$ cat config.mk
export PLATFORM = sky130hd
export DESIGN_NAME = oscsel_ctrl
export DESIGN_NICKNAME = d
export VERILOG_FILES = /design/src/shared/oscsel_pkg.sv /design/src/rtl/oscsel_apb_decode.sv /design/src/rtl/oscsel_ctrl.sv /design/src/rtl/oscsel_src_decode.sv
export SDC_FILE = /design/constraint.sdc
export NUM_CORES = 1
export LEC_CHECK = 0
export BUFFER_PORTS_ARGS = -buffer_cell sky130_fd_sc_hd__buf_4
export CAP_MARGIN = 15
export CORE_UTILIZATION = 45
export DETAILED_ROUTE_END_ITERATION = 7
export PLACE_DENSITY_LB_ADDON = 0.25
export SYNTH_ARGS = -nofsm -noshare
export SYNTH_HDL_FRONTEND = slang
export SYNTH_HIERARCHICAL = 1
export SYNTH_SLANG_ARGS = --single-unit
$ cat constraint.sdc
create_clock -name ref_clk -period 5.6 [get_ports ref_clk]
set_input_delay 0.84 -clock ref_clk [delete_from_list [all_inputs] [get_ports ref_clk]]
set_output_delay 0.84 -clock ref_clk [all_outputs]
set_load 0.01 [all_outputs]
$ cat src/shared/oscsel_pkg.sv
// Package with register map, field layout and timing constants of the oscillator control block.
package oscsel_pkg;

    // ------------------------------------------------------------
    // Register byte addresses
    // ------------------------------------------------------------
    localparam logic [11:0] OSC_CTRL_ADDR = 12'h000;
    localparam logic [11:0] CLK_DIV_ADDR = 12'h004;
    localparam logic [11:0] RC_TRIM_ADDR = 12'h008;
    localparam logic [11:0] SRC_STAT_ADDR = 12'h00C;
    localparam logic [11:0] IRQ_STAT_ADDR = 12'h010;
    localparam logic [11:0] IRQ_EN_ADDR = 12'h014;
    localparam logic [11:0] IRQ_CLR_ADDR = 12'h018;

    // ------------------------------------------------------------
    // Oscillator control field positions
    // ------------------------------------------------------------
    localparam int CUR_SRC_LSB = 12;
    localparam int REQ_SRC_LSB = 8;
    localparam int LOCK_BIT = 7;
    localparam int PLL_LOCK_BIT = 5;
    localparam int FAIL_BIT = 3;
    localparam int DRIVE_BIT = 2;
    localparam int SEC_EN_BIT = 1;
    localparam int SWITCH_BIT = 0;

    // ------------------------------------------------------------
    // Divider and trim fields and reset values
    // ------------------------------------------------------------
    localparam int DIV_LSB = 8;
    localparam logic [7:0] DIV_RESET = 8'h31;
    localparam logic [5:0] TRIM_RESET = 6'h00;

    // ------------------------------------------------------------
    // Interrupt status bits
    // ------------------------------------------------------------
    localparam int IRQ_SWITCH_DONE = 0;
    localparam int IRQ_FAIL = 1;
    localparam int IRQ_PLL_LOCK = 2;
    localparam int IRQ_W = 3;

    // ------------------------------------------------------------
    // Timing
    // ------------------------------------------------------------
    localparam int CLK_PERIOD_NS = 20;
    localparam int SWITCH_TIME_NS = 200;
    localparam int SWITCH_CYC = (SWITCH_TIME_NS + CLK_PERIOD_NS - 1) / CLK_PERIOD_NS;
    localparam int SW_CNT_W = 4;

    // ------------------------------------------------------------
    // Source encodings
    // ------------------------------------------------------------
    typedef enum logic [2:0] {
        OSCSEL_FAST_RC = 3'h0,
        OSCSEL_FAST_RC_WITH_PLL = 3'h1,
        OSCSEL_PRIMARY = 3'h2,
        OSCSEL_PRIMARY_PLL = 3'h3,
        OSCSEL_SECONDARY_OSC = 3'h4,
        OSCSEL_LOW_POWER_RC_OSC = 3'h5,
        OSCSEL_LOW_POWER_FAST_RC_POSTSCALED = 3'h6,
        OSCSEL_FAST_RC_POSTSCALED = 3'h7
    } oscsel_src_t;

    function automatic logic oscsel_uses_pll(input logic [2:0] src);
        return (src == OSCSEL_FAST_RC_WITH_PLL) || (src == OSCSEL_PRIMARY_PLL);
    endfunction

endpackage
$ cat src/rtl/oscsel_apb_decode.sv
// APB address decoder for the oscillator control register map.
`timescale 1ns/100ps
module oscsel_apb_decode
    import oscsel_pkg::*;
(
    input wire logic [11:0] paddr,
    output logic [6:0] sel,
    output logic hit
);
    // ------------------------------------------------------------
    // Decode
    // ------------------------------------------------------------
    always_comb begin
        sel = 7'h00;
        if (paddr == OSC_CTRL_ADDR) begin
            sel[0] = 1'b1;
        end else if (paddr == CLK_DIV_ADDR) begin
            sel[1] = 1'b1;
        end else if (paddr == RC_TRIM_ADDR) begin
            sel[2] = 1'b1;
        end else if (paddr == SRC_STAT_ADDR) begin
            sel[3] = 1'b1;
        end else if (paddr == IRQ_STAT_ADDR) begin
            sel[4] = 1'b1;
        end else if (paddr == IRQ_EN_ADDR) begin
            sel[5] = 1'b1;
        end else if (paddr == IRQ_CLR_ADDR) begin
            sel[6] = 1'b1;
        end
    end
    assign hit = |sel;
endmodule

$ cat src/rtl/oscsel_ctrl.sv
// Oscillator source select control with APB registers and interrupt.
//
// Chosen here: the APB register port and the register addresses.
`timescale 1ns/100ps
module oscsel_ctrl
    import oscsel_pkg::*;
(
    input wire logic ref_clk,
    input wire logic rst_n,
    input wire logic psel,
    input wire logic penable,
    input wire logic pwrite,
    input wire logic [11:0] paddr,
    input wire logic [31:0] pwdata,
    output logic [31:0] prdata,
    output logic pready,
    output logic pslverr,
    input wire logic [2:0] initial_source_config,
    input wire logic secondary_input_kind,
    input wire logic pll_locked_in,
    input wire logic clock_fail_detect,
    output logic [7:0] osc_select,
    output logic secondary_osc_enable,
    output logic secondary_drive_level,
    output logic [7:0] clock_divider_ctrl,
    output logic [5:0] rc_trim_ctrl,
    output logic irq
);
    // ------------------------------------------------------------
    // State
    // ------------------------------------------------------------
    typedef enum {SW_IDLE, SW_WAIT} oscsel_sw_t;

    typedef struct packed {
        logic init_done;
        logic [2:0] cur_src;
        logic [2:0] req_src;
        logic lock;
        logic pll_lock;
        logic fail;
        logic drive;
        logic sec_en;
        logic sw_req;
        logic [7:0] div;
        logic [5:0] trim;
        logic [IRQ_W-1:0] irq_stat;
        logic [IRQ_W-1:0] irq_en;
        logic [SW_CNT_W-1:0] cnt;
        logic [31:0] rdata;
        logic sw_busy;
    } oscsel_state_t;

    oscsel_state_t s_q, s_d;
    oscsel_sw_t sw_q, sw_d;
    logic [6:0] sel;
    logic hit;
    logic wr_en, rd_en;
    logic [15:0] ctrl_word;
    logic [7:0] dec_onehot;
    logic dec_pll;
    logic [IRQ_W-1:0] ev;

    oscsel_apb_decode u_dec (
        .paddr(paddr),
        .sel(sel),
        .hit(hit)
    );

    oscsel_src_decode u_src (
        .src(s_q.cur_src),
        .onehot(dec_onehot),
        .pll_used(dec_pll)
    );

    // ------------------------------------------------------------
    // Bus
    // ------------------------------------------------------------
    // Zero wait states keep software polling on the switch bit cheap.
    assign pready = 1'b1;
    assign wr_en = psel && penable && pwrite;
    assign rd_en = psel && !penable && !pwrite;
    assign pslverr = psel && penable && !hit;

    always_comb begin
        ctrl_word = 16'h0000;
        ctrl_word[CUR_SRC_LSB +: 3] = s_q.cur_src;
        ctrl_word[REQ_SRC_LSB +: 3] = s_q.req_src;
        ctrl_word[LOCK_BIT] = s_q.lock;
        ctrl_word[PLL_LOCK_BIT] = s_q.pll_lock;
        ctrl_word[FAIL_BIT] = s_q.fail;
        ctrl_word[DRIVE_BIT] = s_q.drive;
        ctrl_word[SEC_EN_BIT] = s_q.sec_en;
        ctrl_word[SWITCH_BIT] = s_q.sw_req;
    end

    // ------------------------------------------------------------
    // Next state
    // ------------------------------------------------------------
    always_comb begin
        s_d = s_q;
        sw_d = sw_q;
        ev = '0;
        if (!s_q.init_done) begin
            s_d.req_src = initial_source_config;
            s_d.cur_src = initial_source_config;
            s_d.init_done = 1'b1;
        end
        if (wr_en && sel[0]) begin
            s_d.req_src = pwdata[REQ_SRC_LSB +: 3];
            s_d.lock = s_q.lock | pwdata[LOCK_BIT];
            s_d.fail = s_q.fail & pwdata[FAIL_BIT];
            s_d.drive = pwdata[DRIVE_BIT];
            s_d.sec_en = pwdata[SEC_EN_BIT];
            if (pwdata[SWITCH_BIT] && !s_q.lock) begin
                s_d.sw_req = 1'b1;
            end
        end
        if (wr_en && sel[1]) begin
            s_d.div = pwdata[DIV_LSB +: 8];
        end
        if (wr_en && sel[2]) begin
            s_d.trim = pwdata[5:0];
        end
        if (wr_en && sel[5]) begin
            s_d.irq_en = pwdata[IRQ_W-1:0];
        end
        case (sw_q)
            SW_IDLE: begin
                s_d.sw_busy = 1'b0;
                if (s_q.sw_req) begin
                    sw_d = SW_WAIT;
                    s_d.cnt = SW_CNT_W'(SWITCH_CYC - 1);
                    s_d.sw_busy = 1'b1;
                end
            end
            default: begin
                if (s_q.cnt == '0) begin
                    s_d.cur_src = s_q.req_src;
                    s_d.sw_req = 1'b0;
                    s_d.sw_busy = 1'b0;
                    ev[IRQ_SWITCH_DONE] = 1'b1;
                    sw_d = SW_IDLE;
                end else begin
                    s_d.cnt = s_q.cnt - 1'b1;
                end
            end
        endcase
        if (s_d.sw_busy || !oscsel_uses_pll(s_d.cur_src)) begin
            s_d.pll_lock = 1'b0;
        end else begin
            s_d.pll_lock = pll_locked_in;
        end
        ev[IRQ_PLL_LOCK] = s_d.pll_lock && !s_q.pll_lock;
        if (clock_fail_detect) begin
            s_d.fail = 1'b1;
            ev[IRQ_FAIL] = !s_q.fail;
        end
        if (wr_en && sel[6]) begin
            s_d.irq_stat = s_q.irq_stat & ~pwdata[IRQ_W-1:0];
        end
        s_d.irq_stat = s_d.irq_stat | ev;
        s_d.rdata = s_q.rdata;
        if (rd_en) begin
            if (sel[0]) begin
                s_d.rdata = {16'h0000, ctrl_word};
            end else if (sel[1]) begin
                s_d.rdata = {16'h0000, s_q.div, 8'h00};
            end else if (sel[2]) begin
                s_d.rdata = {26'h0, s_q.trim};
            end else if (sel[3]) begin
                s_d.rdata = {24'h000000, dec_onehot};
            end else if (sel[4]) begin
                s_d.rdata = {29'h0, s_q.irq_stat};
            end else if (sel[5]) begin
                s_d.rdata = {29'h0, s_q.irq_en};
            end else begin
                s_d.rdata = 32'h00000000;
            end
        end
    end

    always_ff @(posedge ref_clk) begin
        if (!rst_n) begin
            s_q <= '0;
            s_q.div <= DIV_RESET;
            s_q.trim <= TRIM_RESET;
            sw_q <= SW_IDLE;
        end else begin
            s_q <= s_d;
            sw_q <= sw_d;
        end
    end

    // ------------------------------------------------------------
    // Outputs
    // ------------------------------------------------------------
    assign prdata = s_q.rdata;
    assign osc_select = dec_onehot;
    assign secondary_osc_enable = s_q.sec_en;
    // Digital clock input has no crystal to drive, so the level is masked.
    assign secondary_drive_level = s_q.drive & secondary_input_kind;
    assign clock_divider_ctrl = s_q.div;
    assign rc_trim_ctrl = s_q.trim;
    assign irq = |(s_q.irq_stat & s_q.irq_en);

    // ------------------------------------------------------------
    // Checks
    // ------------------------------------------------------------
    property p_lock_sticky;
        @(posedge ref_clk) disable iff (!rst_n) s_q.lock |=> s_q.lock;
    endproperty
    a_lock_sticky: assert property (p_lock_sticky) else $error("switch lock cleared");

    property p_fail_set;
        @(posedge ref_clk) disable iff (!rst_n) clock_fail_detect |=> s_q.fail;
    endproperty
    a_fail_set: assert property (p_fail_set) else $error("fail flag not set");

    property p_fail_no_sw_set;
        @(posedge ref_clk) disable iff (!rst_n) !s_q.fail && !clock_fail_detect |=> !s_q.fail;
    endproperty
    a_fail_no_sw_set: assert property (p_fail_no_sw_set) else $error("fail flag set by software");

    property p_pll_clear;
        @(posedge ref_clk) disable iff (!rst_n) !oscsel_uses_pll(s_q.cur_src) || s_q.sw_busy |-> !s_q.pll_lock;
    endproperty
    a_pll_clear: assert property (p_pll_clear) else $error("pll lock shown without pll");

    property p_switch_done;
        @(posedge ref_clk) disable iff (!rst_n)
            $rose(s_q.sw_req) |-> s_q.sw_req [*2] ##[1:20] (!s_q.sw_req && s_q.cur_src == s_q.req_src);
    endproperty
    a_switch_done: assert property (p_switch_done) else $error("switch did not complete");

    property p_locked_no_switch;
        @(posedge ref_clk) disable iff (!rst_n) s_q.lock && !s_q.sw_req |=> !s_q.sw_req;
    endproperty
    a_locked_no_switch: assert property (p_locked_no_switch) else $error("switch while locked");

    property p_cur_stable;
        @(posedge ref_clk) disable iff (!rst_n) s_q.init_done && sw_q == SW_IDLE |=> $stable(s_q.cur_src);
    endproperty
    a_cur_stable: assert property (p_cur_stable) else $error("current source moved without switch");

    property p_init_load;
        @(posedge ref_clk) disable iff (!rst_n) !s_q.init_done |=> s_q.req_src == $past(initial_source_config);
    endproperty
    a_init_load: assert property (p_init_load) else $error("request not loaded from config");

    property p_drive_mask;
        @(posedge ref_clk) disable iff (!rst_n) !secondary_input_kind |-> !secondary_drive_level;
    endproperty
    a_drive_mask: assert property (p_drive_mask) else $error("drive active on digital input");

    c_switch: cover property (@(posedge ref_clk) disable iff (!rst_n) $fell(s_q.sw_req));
    c_fail: cover property (@(posedge ref_clk) disable iff (!rst_n) $rose(s_q.fail));
    c_irq: cover property (@(posedge ref_clk) disable iff (!rst_n) $rose(irq));
endmodule

$ cat src/rtl/oscsel_src_decode.sv
// One-hot decoder that turns a source code into oscillator select lines.
`timescale 1ns/100ps
module oscsel_src_decode
    import oscsel_pkg::*;
(
    input wire logic [2:0] src,
    output logic [7:0] onehot,
    output logic pll_used
);
    // ------------------------------------------------------------
    // Decode
    // ------------------------------------------------------------
    always_comb begin
        onehot = 8'h00;
        case (src)
            OSCSEL_FAST_RC: onehot[0] = 1'b1;
            OSCSEL_FAST_RC_WITH_PLL: onehot[1] = 1'b1;
            OSCSEL_PRIMARY: onehot[2] = 1'b1;
            OSCSEL_PRIMARY_PLL: onehot[3] = 1'b1;
            OSCSEL_SECONDARY_OSC: onehot[4] = 1'b1;
            OSCSEL_LOW_POWER_RC_OSC: onehot[5] = 1'b1;
            OSCSEL_LOW_POWER_FAST_RC_POSTSCALED: onehot[6] = 1'b1;
            default: onehot[7] = 1'b1;
        endcase
    end
    assign pll_used = oscsel_uses_pll(src);
endmodule

==> flow_summary.yaml, run 1 <==
run_status:
  outcome: "finished, final reports clean"
timing:
  max_freq_ghz: 0.350
  hold_slack_ps: 453
  hold_viol_final: 0
  setup_viol: 0
  maxSlewViolCount: 0
  final.setup_skew_ps: 4.08
  max_slew.worst_pin.slew_ps: 763
  maxSlewHeadroom_pct: 49.1
  rsz0062_at_grt: "false"
  min_period_ps: 2850
  timing.setup.tns_ps: 0
  post-route-period-util_pct: 51.0
final_layout:
  area_delta_synth_final_pct: 15.7
  layout-drive-gt1-share_pct: 25.6
  num_antenna_cells: 0
  fillers: 615
  register_area_mm2: 0.00110
  fin_cells: 495
  multi_input_area_mm2: 0.00141
  fin_nets: 474
setup_path:
  crit_path_max_incr_delay_ps: 580
  cp_max_fo: 7
  start_kind: "primary input"
  crit_top_cell: "buf_4"
  end_kind: "output pin"
  crit_cells: 5
  path_cells: "buf_4 > or4_4 > nor4b_1 > nor2_1 > buf_4"
  cp_num_buf_inv: 2
  cp.arrival_ps: 2010
  required_ps: 4760
  ff2ff_path_depth: 6
  path_class: "in -> out"
  cp_slowest_cell: "or4_4"
  path_delay_family: "simple AND/OR/NAND/NOR gates"
clock_tree:
  cts-resized-gates: 0
  cts_htree_levels: 2
  clk_pin_slew_ps: 90
  cts_buffer_depth: 2
  hold_buffers: 0
  cts_tree: "done"
  numCtsBuffers: 5
  clock-sinks: 55
  cts-root-buf: "clkbuf_8"
  cts_setup_buffers: 0
  insertion_delay_ps: 310
floorplan:
  coreArea_mm2: 0.00631
  fp-row-count: 29
  die_w_um: 82.8
  dieHeight_um: 82.8
  dieArea_mm2: 0.00686
  ioPinCount: 114
  initial_core_util_pct: 46.6
power:
  p_seq_share_pct: 51.6
  powerDensity_mw_per_mm2: 233
  switchingPower_w: 0.000177
  combPwrFrac_pct: 9.5
  power_frac_clock_pct: 38.9
  p_int_w: 0.000614
  peakVddDrop_mv: 0.122
  switching_share_pct: 22.4
  leakagePower_nw: 1.44
global_routing:
  grt_max_degree: 38
  grt_pass1_vias: 2305
  overflow: 0
  grt_pass1_wl_mm: 11.1
  antenna_found_initial: 0
  track_usage_pct: 19.7
place:
  hpwl_mm: 4.88
  placedCellCount: 487
  portBuffers: 79
  place_congestion: 0.817
detailed_routing:
  ant_nets: 0
  wl_per_cell_um: 13.7
  wl_mm: 6.77
  via_per_inst: 5.26
  drt_iter0_markers: 109
  drc: 0
  firstDrtPassIters: 4
  via_count: 2606
worst_hold_path:
  holdPathStages: 2
  min_path_type: "reg -> reg"
synthesis:
  yosys_warnings: 6
  syn-cell-area_mm2: 0.00294
  avgSynthCellArea_um2: 7.75
  syn_inst: 379
run:
  max_cap_viol_count: 0
[final cells by class]
class                      instances  area share [%]
multi-input combinational        261            41.3
sequential                        55            32.4
timing repair buffer              83            18.3
tap                               77            2.83
clock buffer                       6            2.13
clock inverter                     2            1.77
inverter                          11            1.21
[layout by cell type (no fill, tap or decap), types with 2 or more instances in the layout]
cell        n
mux2i_1     2
nor2b_1     4
bufinv_16   2
nor2_1     25
a31oi_1     4
buf_4      83
o21ai_0    11
or3b_4      2
inv_1      10
clkbuf_8    5
o211a_1     2
nor3_1     10
nand2_1    58
nor2_2      4
a221oi_1    3
nand3_1    25
ha_1        2
conb_1     17
nand2b_1    2
and3b_2     3
and3_1      4
a21oi_1    41
dfxtp_1    55
and2_1      4
nor4_1      4
a211oi_1   10
nor3b_1     9
[power groups by stage]
stage / Clock (W) / Sequential, W / Combinational (W)
global route: 0.000327 / 0.000410 / 0.0000831
CTS: 0.000313 / 0.000408 / 0.0000757
detailed placement: 0 / 0.000417 / 0.0000756
finish: 0.000308 / 0.000408 / 0.0000754
global placement: 0 / 0.000417 / 0.0000746
floorplan: 0 / 0.000414 / 0.0000524
[per-layer routing]
metal	track usage (%)	share of wire, %
met1	26.4	46
met2	31.8	46
met3	3.88	7.0
met4	6.43	1.4
met5	0	0
[state kept, by name (all words and copies together), names as in the netlist]
signal,flops
ctrl_word,11
secondary_osc_enable,1
rc_trim_ctrl,6
s_q,12
clock_divider_ctrl,8
prdata,16
sw_q,1
[stage by stage]
step / util, % / setup slack (ps) / area, um^2 / total power [W]
after global routing: 53.8 / 2600 / 3400 / 0.000820
after CTS: 53.8 / 2740 / 3400 / 0.000797
final: 53.8 / 2750 / 3400 / 0.000792
after floorplan: - / 2930 / 3000 / 0.000466
after global placement: 51.7 / 2550 / 3270 / 0.000492
after detailed placement: 51.7 / 2520 / 3270 / 0.000493
[worst min-delay path, cell delays in order, from the launching register on]
cell and delay (ps):
dfxtp_1 320, nand2_1 50, a21oi_1 50
[path summary, 6_finish.rpt]
kind / startpoint / to / slack [ps]
min: prdata[11] / prdata[11] / 450
max reg2reg: s_q[33] / s_q[42] / 3920
min reg2reg: prdata[11] / prdata[11] / 450
max: paddr[9] / pslverr / 2750
(Power assumes the default switching activity.)
==> run 2, diff against run 1 <==
- CORE_UTILIZATION: 45 -> 44
- clock period: 5.6 -> 2.31 ns (I/O delays scaled with it)
==> flow_summary.yaml, run 2 (synthesis gave the netlist of run 1 again) <==
final_layout:
  fin_nets: 482
  most-common-layout-cells: "buf_4 (91), nand2_1 (58), dfxtp_1 (55)"
  num_antenna_cells: 0
  layout-drive-gt1-share_pct: 27.2
  largest_register_ffs: 16
  area_delta_synth_final_pct: 17.2
  final_common_cell: "buf_4"
detailed_routing:
  wl_mm: 6.88
  via_count: 2624
  ant_nets: 0
  wl_per_cell_um: 13.7
  via_per_inst: 5.22
  drt_iter0_markers: 133
  firstDrtPassIters: 4
  drc: 0
setup_path:
  required_ps: 2550
  cp_max_fo: 10
  cp.arrival_ps: 2290
  startpoint: "paddr[1]"
  start_kind: "primary input"
  end_kind: "flip-flop"
  rrSetupSlack_ps: 680
  path_class: "in -> reg"
  r2r_start: "s_q[33]"
power:
  power_frac_clock_pct: 35.8
  powerDensity_mw_per_mm2: 532
  peakVddDrop_mv: 0.403
  combPwrFrac_pct: 10.1
  power_w: 0.00183
  switchingPower_w: 0.000445
  p_seq_share_pct: 54.1
  leakagePower_nw: 1.47
  p_int_w: 0.00139
  switching_share_pct: 24.3
timing:
  post-route-period-util_pct: 88.6
  timing.setup.tns_ps: 0
  max_freq_ghz: 0.489
  min_period_ps: 2050
  setup_viol: 0
  max_slew.worst_pin.slew_ps: 651
  rsz0062_at_grt: "false"
  layout_setup_ws_ps: 263
  hold_viol_final: 0
  maxSlewViolCount: 0
  final.setup_skew_ps: 6.51
  maxSlewHeadroom_pct: 56.5
place:
  dpl_worst_slack_ps: -23.1
  place_congestion: 0.845
  portBuffers: 79
  hpwl_mm: 5.03
global_routing:
  grt_max_degree: 38
  antenna_found_initial: 0
  overflow: 0
  grt_pass1_vias: 2368
  track_usage_pct: 20.1
  grt_pass1_wl_mm: 11.4
run:
  max_cap_viol_count: 0
floorplan:
  dieHeight_um: 83.7
  die_w_um: 83.7
  initial_core_util_pct: 46.0
  ioPinCount: 114
  fp-row-count: 29
  dieArea_mm2: 0.00701
  coreArea_mm2: 0.00639
clock_tree:
  insertion_delay_ps: 310
  cts_buffer_depth: 2
  cts_htree_levels: 2
  cts_setup_buffers: 0
  cts-root-buf: "clkbuf_8"
  numCtsBuffers: 5
  cts-resized-gates: 0
  clk_pin_slew_ps: 100
  hold_buffers: 0
  cts_tree: "done"
  clock-sinks: 55
worst_hold_path:
  min_path_type: "in -> reg"
  hp-start: "pwdata[12]"
run_status:
  outcome: "finished, final reports clean"
==> run 2: changes by cell type in the layout (fill, tap and decap cells not counted) <==
cell / previous run / this run
inv_6: 0 / 1
clkinv_4: 0 / 1
buf_4: 83 / 91
clkbuf_1: 1 / 0
bufinv_16: 2 / 1
==> run 2: area by class of cell <==
cell class / count / area (um^2)
clock buffers: 5 / 68.8
flip-flops and latches: 55 / 1100
clock inverters: 3 / 47.5
fillers: 656 / 2940
inverters: 11 / 41.3
repair buffers: 91 / 683
well taps: 77 / 96.3
multi-input cells: 261 / 1410
==> run 2: through the flow <==
stage | cell area (um^2) | instances | utilization, % | hold slack (ps)
2_1_floorplan | 3000 | 394 | - | 374
3_3_place_gp | 3330 | 495 | 52.1 | 446
3_5_place_dp | 3330 | 495 | 52.1 | 447
4_1_cts | 3440 | 503 | 53.9 | 236
5_1_grt | 3440 | 503 | 53.9 | 241
6_report | 3440 | 503 | 53.9 | 245
==> run 2: power groups by stage <==
stage          registers (W)  clock network [W]  logic (W)
6_report            0.000991           0.000656   0.000185
3_5_place_dp         0.00101                  0   0.000185
4_1_cts             0.000990           0.000669   0.000186
3_3_place_gp         0.00101                  0   0.000183
2_1_floorplan        0.00100                  0   0.000127
5_1_grt             0.000995           0.000717   0.000202
==> run 2: metal layers <==
| metal | part of all wire, % | GRT usage [%] | wire length, um |
|---|---|---|---|
| met4 | 1.4 | 5.39 | 97 |
| met5 | 0 | 0 | 0 |
| met2 | 47 | 33.3 | 3250 |
| met3 | 4.9 | 4.15 | 335 |
| met1 | 46 | 26.6 | 3190 |
==> run 2: final timing paths <==
check	end	cells past startpoint
max	clock_divider_ctrl[3]	9
min	clock_divider_ctrl[4]	3
max reg2reg	s_q[42]	6
min reg2reg	prdata[15]	2
==> run 2: worst max-delay path, stage by stage <==
cell and delay, ps:
buf_4 110, nor4_1 410, nand2_1 220, nor4_1 340, buf_4 190, buf_4 160
and2_1 300, nand2_1 100, a21oi_1 120
==> run 3, diff against run 2 <==
- REMOVE_ABC_BUFFERS: not set -> 1
==> flow_summary.yaml, run 3 (synthesis gave the netlist of run 1 again) <==
setup_path:
  startpoint: "paddr[1]"
  path_class: "in -> reg"
  rrSetupSlack_ps: 630
  start_kind: "primary input"
  required_ps: 2470
  cp.arrival_ps: 2200
  crit_path_max_incr_delay_ps: 430
  path_cells: "buf_4 > nor4_1 > nand2_1 > nor4_1 > buf_4 > buf_4 > nand2_1 > nand2_1 > a21oi_1"
  reg2reg_to: "s_q[42]"
  crit_end: "clock_divider_ctrl[1]"
  ff2ff_path_depth: 6
  end_kind: "flip-flop"
  cp_slowest_cell: "nor4_1"
  r2r_start: "s_q[33]"
  cp_max_fo: 10
place:
  hpwl_mm: 5.06
  placedCellCount: 496
  place_congestion: 0.828
  portBuffers: 79
power:
  switchingPower_w: 0.000430
  power_frac_clock_pct: 30.7
  combPwrFrac_pct: 11.0
  leakagePower_nw: 1.47
  peakVddDrop_mv: 0.251
  powerDensity_mw_per_mm2: 496
  p_int_w: 0.00127
  p_seq_share_pct: 58.3
  power_w: 0.00170
  switching_share_pct: 25.3
clock_tree:
  clock-sinks: 55
  insertion_delay_ps: 300
  clk_pin_slew_ps: 90
  hold_buffers: 0
  cts-resized-gates: 0
  cts-root-buf: "clkbuf_8"
  cts_buffer_depth: 2
  cts_tree: "done"
  cts_setup_buffers: 0
  numCtsBuffers: 5
  cts_htree_levels: 2
detailed_routing:
  wl_per_cell_um: 14.1
  via_count: 2684
  via_per_inst: 5.33
  drt_iter0_markers: 112
  wl_mm: 7.11
  drc: 0
  firstDrtPassIters: 4
  ant_nets: 0
final_layout:
  fin_nets: 483
  largest_register_ffs: 16
  final_common_cell: "buf_4"
  most-common-layout-cells: "buf_4 (91), nand2_1 (58), dfxtp_1 (55)"
  register_area_mm2: 0.00110
  fillers: 641
  area_delta_synth_final_pct: 16.6
  fin_cells: 504
  num_antenna_cells: 0
  multi_input_area_mm2: 0.00141
  layout-drive-gt1-share_pct: 26.9
global_routing:
  grt_use_met1_pct: 25.7
  overflow: 0
  grt_pass1_vias: 2431
  grt_max_degree: 38
  grt_pass1_wl_mm: 11.3
  antenna_found_initial: 0
  track_usage_pct: 19.8
  busiest_layer: "met2"
  grtUsageMet3_pct: 3.96
  grtUsageMet2_pct: 34.1
timing:
  maxSlewHeadroom_pct: 55.5
  maxSlewViolCount: 0
  max_freq_ghz: 0.491
  max_slew.worst_pin.slew_ps: 666
  rsz0062_at_grt: "false"
  final.setup_skew_ps: 7.74
  post-route-period-util_pct: 88.1
  hold_viol_final: 0
  min_period_ps: 2040
  timing.setup.tns_ps: 0
  setup_viol: 0
floorplan:
  initial_core_util_pct: 46.0
  coreArea_mm2: 0.00639
  dieHeight_um: 83.7
  fp-row-count: 29
  die_w_um: 83.7
  dieArea_mm2: 0.00701
  ioPinCount: 114
run_status:
  outcome: "finished, final reports clean"
worst_hold_path:
  min_path_type: "in -> reg"
run:
  max_cap_viol_count: 0
[run 3: cell types whose count changed in the layout (fill, tap and decap cells not counted), sizes merged]
cell,before,now
buf,91,92
bufinv,1,0
clkbuf,5,7
inv,12,11
[run 3: power groups by stage]
stage | sequential (W) | clock [W] | combinational (W)
global route | 0.000996 | 0.000570 | 0.000205
global placement | 0.00101 | 0 | 0.000185
detailed placement | 0.00101 | 0 | 0.000188
finish | 0.000992 | 0.000522 | 0.000188
floorplan | 0.00101 | 0 | 0.0000755
CTS | 0.000992 | 0.000533 | 0.000188
[run 3: worst min-delay path by stage]
stage | start | end | slack (ps) | cells after the start
after floorplan | rst_n | s_q[69] | 370 | 0
after global placement | prdata[11] | prdata[11] | 440 | 2
after detailed placement | prdata[15] | prdata[15] | 450 | 2
after CTS | pwdata[13] | clock_divider_ctrl[5] | 240 | 3
after global routing | pwdata[13] | clock_divider_ctrl[5] | 250 | 3
final | pwdata[12] | clock_divider_ctrl[4] | 250 | 3
[run 3: layout make-up]
type	instances	area share, %
Multi-Input combinational cell	261	41.0
Sequential cell	55	32.1
Timing Repair Buffer	92	20.5
Tap cell	77	2.81
Clock buffer	7	2.23
Inverter	11	1.20
Clock inverter	1	0.146
[run 3: per-layer routing]
metal / up-vias / part of all wire (%) / routed length (um)
met5: - / 0 / 0
met4: 0 / 0.89 / 63
met3: 7 / 8.8 / 627
met2: 122 / 47 / 3330
met1: 1231 / 43 / 3090
li1: 1324 / - / -
[run 3: worst max-delay path, delay by kind of cell]
family | cells | cell delay [ps]
and+or+nand+nor | 5 | 1320
buffers and inverters | 3 | 460
AOI/OAI and AO/OA | 1 | 70
[run 3: per-stage QoR]
| stage | utilization, % | area, um^2 | hold slack, ps | setup WS [ps] |
|---|---|---|---|---|
| after floorplan | - | 2540 | 374 | -1710 |
| after global placement | 52.4 | 3350 | 444 | 61.8 |
| after detailed placement | 52.4 | 3350 | 449 | -7.87 |
| after CTS | 53.7 | 3430 | 241 | 311 |
| after global routing | 53.7 | 3430 | 250 | 160 |
| final | 53.7 | 3430 | 249 | 274 |
